`config.mk`:
```
export PLATFORM = sky130hd
export DESIGN_NAME = ers_status_regs
export DESIGN_NICKNAME = d
export VERILOG_FILES = /design/src/ers_status_regs.v /design/src/ers_range_pack.v
export VERILOG_INCLUDE_DIRS = /design/src
export SDC_FILE = /design/constraint.sdc
export NUM_CORES = 1
export LEC_CHECK = 0
export BUFFER_PORTS_ARGS = -buffer_cell sky130_fd_sc_hd__buf_2
export CAP_MARGIN = 25
export CORE_MARGIN = 2
export CORE_UTILIZATION = 41
export CTS_BUF_LIST = sky130_fd_sc_hd__clkbuf_8
export DETAILED_ROUTE_END_ITERATION = 10
export PLACE_DENSITY = 0.8
export SETUP_SLACK_MARGIN = 0.05
export SYNTH_ARGS = -nofsm -noshare
export SYNTH_HDL_FRONTEND = slang
export SYNTH_SLANG_ARGS = --single-unit
```
`constraint.sdc`:
```
create_clock -name core_clk -period 1.75 [get_ports core_clk]
set_input_delay 0.2625 -clock core_clk [delete_from_list [all_inputs] [get_ports core_clk]]
set_output_delay 0.2625 -clock core_clk [all_outputs]
set_load 0.02 [all_outputs]
```
`src/ers_map.vh`:
```
`ifndef ERS_MAP_VH
`define ERS_MAP_VH
// Register addresses (8-bit address field of the read command)
`define ERS_ADDR_RANGE 8'h1e
`define ERS_ADDR_OPSTAT 8'h1f
// Range status field positions
`define ERS_UP_RLD 23
`define ERS_UP_LA 22
`define ERS_UP_LL 21
`define ERS_UP_RA 20
`define ERS_UP_V1 19
`define ERS_UP_V2 18
`define ERS_UP_CE 13
`define ERS_LO_RLD 12
`define ERS_LO_LA 11
`define ERS_LO_LL 10
`define ERS_LO_RA 9
`define ERS_LO_V1 8
`define ERS_LO_V2 7
`define ERS_LO_CE 2
// Operating status field positions
`define ERS_OP_INTERR 3
`define ERS_OP_CFGBUSY 2
`define ERS_OP_LOCKLOST 1
`define ERS_OP_LOCKED 0
// Reset values
`define ERS_RANGE_RST 24'h00_0000
`define ERS_OPSTAT_RST 24'h00_0004
`endif

```
`src/ers_status_regs.v`:
```
`timescale 1ns/1ns
`include "ers_map.vh"
// Notes on behaviour
// - Range flags come from fixed-threshold comparators, never from converted samples.
// - Upper flags: bits 23 RIGHT_LEG_DRIVE, 22 LA, 21 LL, 20 RA, 19 V1, 18 V2, 13 CE.
// - Upper flag is 1 when electrode is above 2.4 V, else 0.
// - Lower flags: bits 12 RIGHT_LEG_DRIVE, 11 LA, 10 LL, 9 RA, 8 V1, 7 V2, 2 CE.
// - Lower flag is 1 when electrode is below 0.2 V, else 0.
// - Both registers return only on an addressed register read, never in frames.
// - Operating status bit 3 sets when the digital core reports a failure.
// - Bit 2 reads busy after reset until configuration loaded, then ready.
// - Bit 1 sets when PLL loses lock after being enabled and locked.
// - Bit 1 clears on operating status read or power enable bit cleared.
// - Bit 0 follows PLL lock state through one core_clk register stage.
module ers_status_regs (
  input wire core_clk,
  input wire nrst,
  // Comparator outputs, order RIGHT_LEG_DRIVE, LA, LL, RA, V1, V2, CE
  input wire [6:0] cmpOverHi,
  input wire [6:0] cmpUnderLo,
  // Digital core and PLL state
  input wire coreFault,
  input wire cfgLoaded,
  input wire pllLocked,
  input wire powerEnableBit,
  // Register access from the serial command decoder
  input wire rdStb,
  input wire wrStb,
  input wire [7:0] regAddr,
  output reg [23:0] rdData_r,
  output reg rdValid_r,
  output reg rdHit_r
);
  wire [23:0] rangeWord;
  reg [23:0] opWord;
  reg intErr_r;
  reg cfgBusy_r;
  reg armed_r;
  reg lockLost_r;
  reg lockSeen_r;
  reg lockLost_nxt;
  reg armed_nxt;
  wire opRead;
  wire rangeRead;

  // Direct comparator flags, no sample path involved
  ers_range_pack uPack (
    .overHi(cmpOverHi),
    .underLo(cmpUnderLo),
    .rangeWord(rangeWord)
  );

  assign opRead = rdStb & (regAddr == `ERS_ADDR_OPSTAT);
  assign rangeRead = rdStb & (regAddr == `ERS_ADDR_RANGE);

  // Sticky error and configuration-busy flags
  always @(posedge core_clk) begin
    if (!nrst) begin
      intErr_r <= 1'b0;
      cfgBusy_r <= 1'b1;
      lockSeen_r <= 1'b0;
    end else begin
      if (coreFault) begin
        intErr_r <= 1'b1;
      end
      if (cfgLoaded) begin
        cfgBusy_r <= 1'b0;
      end
      lockSeen_r <= pllLocked;
    end
  end

  // Lock-lost tracking; arm once locked while powered
  always @* begin
    armed_nxt = armed_r;
    lockLost_nxt = lockLost_r;
    if (!powerEnableBit) begin
      armed_nxt = 1'b0;
      lockLost_nxt = 1'b0;
    end else begin
      if (opRead) begin
        lockLost_nxt = 1'b0;
      end
      if (pllLocked) begin
        armed_nxt = 1'b1;
      end else if (armed_r) begin
        lockLost_nxt = 1'b1;
        armed_nxt = 1'b0;
      end
    end
  end

  always @(posedge core_clk) begin
    if (!nrst) begin
      armed_r <= 1'b0;
      lockLost_r <= 1'b0;
    end else begin
      armed_r <= armed_nxt;
      lockLost_r <= lockLost_nxt;
    end
  end

  // Operating status word, reserved bits zero
  always @* begin
    opWord = 24'h00_0000;
    opWord[`ERS_OP_INTERR] = intErr_r;
    opWord[`ERS_OP_CFGBUSY] = cfgBusy_r;
    opWord[`ERS_OP_LOCKLOST] = lockLost_r;
    opWord[`ERS_OP_LOCKED] = lockSeen_r;
  end

  // Read answer one cycle after the strobe; writes have no effect
  always @(posedge core_clk) begin
    if (!nrst) begin
      rdData_r <= 24'h00_0000;
      rdValid_r <= 1'b0;
      rdHit_r <= 1'b0;
    end else begin
      rdValid_r <= rdStb;
      rdHit_r <= opRead | rangeRead;
      if (opRead) begin
        rdData_r <= opWord;
      end else if (rangeRead) begin
        rdData_r <= rangeWord;
      end else begin
        rdData_r <= 24'h00_0000;
      end
    end
  end
endmodule // ers_status_regs

```
`src/ers_range_pack.v`:
```
`timescale 1ns/1ns
`include "ers_map.vh"
// Places the seven upper and seven lower comparator results into the range word
module ers_range_pack (
  input wire [6:0] overHi,
  input wire [6:0] underLo,
  output reg [23:0] rangeWord
);
  // Electrode order: RIGHT_LEG_DRIVE, LA, LL, RA, V1, V2, CE; other bits stay zero
  always @* begin
    rangeWord = `ERS_RANGE_RST;
    rangeWord[`ERS_UP_RLD] = overHi[6];
    rangeWord[`ERS_UP_LA] = overHi[5];
    rangeWord[`ERS_UP_LL] = overHi[4];
    rangeWord[`ERS_UP_RA] = overHi[3];
    rangeWord[`ERS_UP_V1] = overHi[2];
    rangeWord[`ERS_UP_V2] = overHi[1];
    rangeWord[`ERS_UP_CE] = overHi[0];
    rangeWord[`ERS_LO_RLD] = underLo[6];
    rangeWord[`ERS_LO_LA] = underLo[5];
    rangeWord[`ERS_LO_LL] = underLo[4];
    rangeWord[`ERS_LO_RA] = underLo[3];
    rangeWord[`ERS_LO_V1] = underLo[2];
    rangeWord[`ERS_LO_V2] = underLo[1];
    rangeWord[`ERS_LO_CE] = underLo[0];
  end
endmodule // ers_range_pack

```
==> run metrics, run 1 <==
status=complete, no violations; Max VDD drop=574 uV; Starting Density=45.0%; drt initial violations=5; Max Slew Vio Count=0; Async S/R FF share, synth=0%; Leak=0.581 nW; Worst EP arrival=1.41 ns; post-route ant nets=0; crit-path max FO=13; total CTS buffers=3; crit path from=regAddr[5]; origin of the critical flop-to-flop path=armed_r; Synth Area in Simple Gates=27.1%; setup TNS=0 ns; crit path launch type=input port; Synth Area in Compound Gates=1.58%; Yosys reg bits=24; Synth area leader=dfxtp_1; Setup Skew=0.000798 ns; syn avg cell area=11.8 sq um; Clock Sinks=24; detailed placement HPWL=1030 microns; met2 usage=19.2%; Cell Rows=15; Layout area overhead=36.3%; Pwr per Cell Area=896 nW/um^2; share of layout cells above drive strength 1=55.6%; final core occ=61.3%; Post-Layout Cell Count=142; CTS root buffer=clkbuf_8; die height=48.0 microns; design area=1080 sq um; largest net degree at the start of global routing=14; # diodes=0; worst skew pair latency=0.25 ns; dpl cells=138; count of final hold-check violations=0; post-synthesis mux area share=1.26%; Bufs on Longest Clock Path=2; vias in the first global route=489; Hold Path Class=input port to register; Core Area=1760 sq um; Crit Path Category=input port to register; via count=597; post-synth top area share=60.6%; total grt overflow=0; busiest grt layer=met2; cells after synthesis=67; placed standard-cell area=1030 sq um; Total GRT Usage=10.6%; Post-route DRC=0; Synth area leaders=dfxtp_1 (61%), and2_2 (9.5%), buf_4 (6.6%); RSZ-0062 raised after global routing=false; first-pass GRT wire length=1720 microns; crit path capture type=register; Die X-Extent=48.0 microns; final setup violation count=0; GR Util met1=11.2%; setup slack, reg-to-reg=0.87 ns; WL per Instance=8.70 microns; EDFF count, synth=0; Yosys warning total=0; DR vias/cell=4.20; Seq/Total Area, Yosys=60.6%; required time worst endpoint=1.95 ns; PortBufs=47; routability cong.=0.658; Cell variety after synth=19; Post-Synth XOR/XNOR Area=0%; CTS tree=built; Routed WL=1240 microns; Post-Synthesis Cell Area=793 sq um; hold_buf cts=0; H-tree Lvls=1; final worst path period need=1.20 ns; initial antenna violation count=0; Worst Hold Path EP=cfgBusy_r; capturing point of the worst reg2reg path=lockLost_r; postcts setup bufs=0; Worst Hold Path Cells=2; grt met3 use=3.02%; adder-cell share of the synthesized area=0%; post-cts sizing count=0; die area=2300 sq um; Worst R2R Path Depth=3; Synth Flop Type=dfxtp_1; # fillers=174; largest family of logic cells by synthesized area=simple AND/OR/NAND/NOR gates; register clock-pin slew on the reported worst setup and hold paths=0.08 ns; Worst Hold Launch=cfgLoaded; I/O pin cnt=56; drt first pass iters=4; Nets=148; max_cap viols=0; Fmax=831 MHz; final period utilization=68.8%
[synthesized netlist by cell type, types with 2 or more instances]
cell / instances
and2_1: 5
and2_2: 10
and3_1: 4
buf_4: 7
dfxtp_1: 24
inv_1: 2
nor2_1: 3
[layout make-up]
type,count,area (sq um),share of cell area (%)
Tap cell,25,31.3,2.89
Inverter,2,7.51,0.694
Timing Repair Buffer,48,243,22.5
Clock buffer,4,55.1,5.09
Sequential cell,24,480,44.4
Multi-Input combinational cell,39,264,24.4
[kinds of logic after synthesis]
group           count (synthesis)
other cells                     1
simple gates                   29
flops                          24
mux                             1
compound gates                  2
buf+inv                        10
[placed cells by master, fill, tap and decap left out]
cell type	count
or4b_4	1
nor3_2	1
and2_1	5
nor4_1	1
inv_1	2
clkbuf_8	4
nor2b_1	1
nor2_1	3
and3_1	4
buf_4	1
o21ai_0	1
buf_2	47
conb_1	7
o211ai_1	1
mux2i_1	1
nor4_4	1
dfxtp_1	24
and2_2	10
nor4b_1	1
nand4_1	1
[power breakdown]
part / switching (mW) / leakage (nW) / internal [mW]
Clock: 0.150 / 0.0288 / 0.200
Sequential: 0.00225 / 0.195 / 0.553
Combinational: 0.0340 / 0.358 / 0.0297
[metrics by stage]
step / power (mW) / setup WS [ns] / hold WS (ns)
2_1_floorplan: 0.608 / 0.404 / 0.339
3_3_place_gp: 0.630 / 0.285 / 0.442
3_5_place_dp: 0.632 / 0.269 / 0.445
4_1_cts: 0.978 / 0.534 / 0.187
5_1_grt: 1.01 / 0.513 / 0.196
6_report: 0.968 / 0.547 / 0.188
[flip-flops by register name, indices dropped and copies added, names as in the netlist]
| name | count |
|---|---|
| rdValid_r | 1 |
| intErr_r | 1 |
| armed_r | 1 |
| lockSeen_r | 1 |
| lockLost_r | 1 |
| cfgBusy_r | 1 |
| rdHit_r | 1 |
| rdData_r | 17 |
[how the worst max path moves through the flow]
stage	endpoint	slack, ns
6_report	rdData_r[22]	0.55
2_1_floorplan	rdData_r[10]	0.40
5_1_grt	rdData_r[12]	0.51
3_3_place_gp	rdData_r[9]	0.29
3_5_place_dp	rdData_r[20]	0.27
4_1_cts	rdData_r[20]	0.53
[critical path, cell delays in order]
cell,delay [ns]
buf_2,0.10
or4b_4,0.57
nor4_4,0.14
buf_4,0.19
and2_2,0.14
[layer usage]
metal	vias to the layer above	part of all wire [%]	wire [microns]
met3	0	15	184
met1	256	39	484
li1	303	-	-
met4	0	0	0
met2	38	46	567
met5	-	0	0
Power figures use the tool's default switching activity.
==> inputs of run 2 (changes only) <==
ABC_AREA = 1   (was default)
CORE_UTILIZATION = 38   (was 41)
PLACE_DENSITY = 0.76   (was 0.8)
clock period = 1.1 ns   (was 1.75 ns; I/O delays follow)
==> run 2 against run 1 <==
Clock-buffer cell count decreased by 1. Cell count increased by 24%. Non-clock buffer count decreased by 1. Final area increased by 3.8%. Critical path type is now register to output pin.
==> run metrics, run 2 <==
status=complete, no violations; required time worst endpoint=0.94 ns (-1.01 ns); origin of the critical flop-to-flop path=lockLost_r; total grt overflow=0 (unchanged); Post-route DRC=0 (unchanged); final period utilization=81.8%; hold_ws=0.0982 ns (-0.0896 ns); Fmax=1110 MHz; RSZ-0062 raised after global routing=false; delay-heaviest family, CP=flip-flops; Layout area overhead=31.7%; EDFF count, synth=0 (unchanged); postcts setup bufs=0 (unchanged); Clock Sinks=24 (unchanged); post-route ant nets=0 (unchanged); crit path capture type=output pin; crit path launch type=register; setup slack, reg-to-reg=0.53 ns (-0.34 ns); Yosys warning total=0 (unchanged); register clock-pin slew on the reported worst setup and hold paths=0.08 ns (about the same); Total GRT Usage=11.2% (+0.62 points); CP cell instances=buf_2; # diodes=0 (unchanged); most frequent cell after synthesis=inv_1; Crit Path Category=register to output pin; Post-Synthesis Cell Area=852 sq um (+7.4%); most frequent cells in the layout=buf_2 (47), inv_1 (26), dfxtp_1 (24); Setup Skew=0.00447 ns (+0.00367 ns); Yosys reg bits=24 (unchanged); post-cts sizing count=0 (unchanged); Worst Hold Launch=pllLocked; Max Slew Vio Count=0 (unchanged); count of final hold-check violations=0 (unchanged); Seq/Total Area, Yosys=56.4% (-4.2 points); Synth Flop Type=dfxtp_1; via count=688 (+15%); commonest non-fill, non-tap cell in the layout=buf_2; Bufs on Longest Clock Path=2 (unchanged); die height=51.4 microns (+7.0%); max reg flops=17 (unchanged); DR vias/cell=3.91 (-7.0%); Worst Hold Path EP=lockSeen_r; detailed placement HPWL=1180 microns (+15%); I/O pin cnt=56 (unchanged); Worst EP arrival=0.73 ns (-0.68 ns); Cell Rows=17 (+2); Async S/R FF share, synth=0% (unchanged); total CTS buffers=3 (unchanged); WL per Instance=8.12 microns (-6.7%); hold_buf cts=0 (unchanged); vias in the first global route=564 (+15%); initial antenna violation count=0 (unchanged); CP max stage cell=dfxtp_1; list of most frequent post-synthesis cells=inv_1 (26), dfxtp_1 (24), nor2_1 (14); die area=2640 sq um (+15%); Reg with most FFs=rdData_r; Leak=0.672 nW (+16%); critical path depth in cells=1 (-4); routability cong.=0.685 (+4.0%); first-pass GRT wire length=2130 microns (+24%); Synth area leaders=dfxtp_1 (56%), inv_1 (11%), buf_4 (6.2%); max_cap viols=0 (unchanged); Worst R2R Path Depth=2 (-1); largest net degree at the start of global routing=15 (+1); CTS tree=built; worst skew pair latency=0.26 ns (about the same); Synth area leader=dfxtp_1; Pwr per Cell Area=1330 nW/um^2 (+48%); CP bufs+invs=1 (-1); CTS root buffer=clkbuf_8; Hold Path Class=input port to register; Worst Hold Path Cells=3 (+1); Max VDD drop=568 uV (-1.0%); Nets=180 (+22%); final worst path period need=0.900 ns; drt first pass iters=4 (unchanged); Starting Density=39.3% (-5.7 points); crit-path max FO=1 (-12); critical path's largest stage delay=0.32 ns (-0.25 ns); syn avg cell area=8.52 sq um (-28%); Die X-Extent=51.4 microns (+7.0%); PortBufs=47 (unchanged); share of layout cells above drive strength 1=41.9% (-14 points); H-tree Lvls=1 (unchanged); cells after synthesis=100 (+49%); Cell variety after synth=15 (-4); Core Area=2170 sq um (+23%); Routed WL=1430 microns (+16%); drt initial violations=8 (+3); capturing point of the worst reg2reg path=lockLost_r; final setup violation count=0 (unchanged); final core occ=51.7% (-9.5 points); post-synth top area share=56.4% (-4.2 points)
-- run 2: changes by cell type after synthesis, moves of 2 or more --
| cell | before | now |
|---|---|---|
| and2_1 | 5 | 1 |
| inv_1 | 2 | 26 |
| nand3_1 | 0 | 2 |
| nor2_2 | 0 | 8 |
| nand2_1 | 0 | 10 |
| nand2_2 | 0 | 2 |
| nor2_1 | 3 | 14 |
| and2_2 | 10 | 0 |
| and3_1 | 4 | 0 |
-- run 2: cell type report --
class	count	area [sq um]
Fill cell	201	1050
Sequential cell	24	480
Timing Repair Buffer	47	235
Multi-Input combinational cell	48	233
Inverter	26	97.6
Clock buffer	3	41.3
Tap cell	28	35.0
-- run 2: cell families (layout without fill, tap and decap cells) --
logic type | Yosys count | in the layout | synth area share [%]
other | 1 | 7 | 0.440
and+or+nand+nor | 39 | 39 | 23.1
AOI/OAI and AO/OA | 2 | 2 | 1.17
buffers and inverters | 34 | 76 | 18.9
DFF | 24 | 24 | 56.4
-- run 2: worst max-delay path by stage --
stage | from | endpoint
detailed placement | regAddr[6] | rdData_r[20]
finish | rdData_r[0] | rdData_r[0]
floorplan | regAddr[6] | rdData_r[10]
CTS | rdData_r[0] | rdData_r[0]
global placement | regAddr[6] | rdData_r[7]
global route | rdData_r[0] | rdData_r[0]
-- run 2: through the flow --
step                setup TNS [ns]  instance area [sq um]  power, mW  setup WS [ns]  instances
floorplan                        0                    875      0.984          0.263        106
global placement                 0                   1080       1.02         0.0193        173
detailed placement         -0.0129                   1080       1.02        -0.0103        173
CTS                              0                   1120       1.51          0.180        176
global route                     0                   1120       1.56          0.142        176
finish                           0                   1120       1.49          0.200        176
-- run 2: metal layers --
metal | track usage [%] | wire length, microns | vias up | part of all wire, %
li1 | - | - | 359 | -
met1 | 12.1 | 653 | 283 | 46
met2 | 19.0 | 594 | 41 | 42
met3 | 3.80 | 150 | 5 | 10
met4 | 6.58 | 31 | 0 | 2.2
met5 | 0 | 0 | - | 0
-- run 2: where the power goes --
| group | leakage [nW] | internal [mW] | switching, mW |
|---|---|---|---|
| logic | 0.456 | 0.0502 | 0.0699 |
| clock network | 0.0216 | 0.244 | 0.244 |
| registers | 0.195 | 0.880 | 0.00376 |
| total | 0.672 | 1.17 | 0.317 |
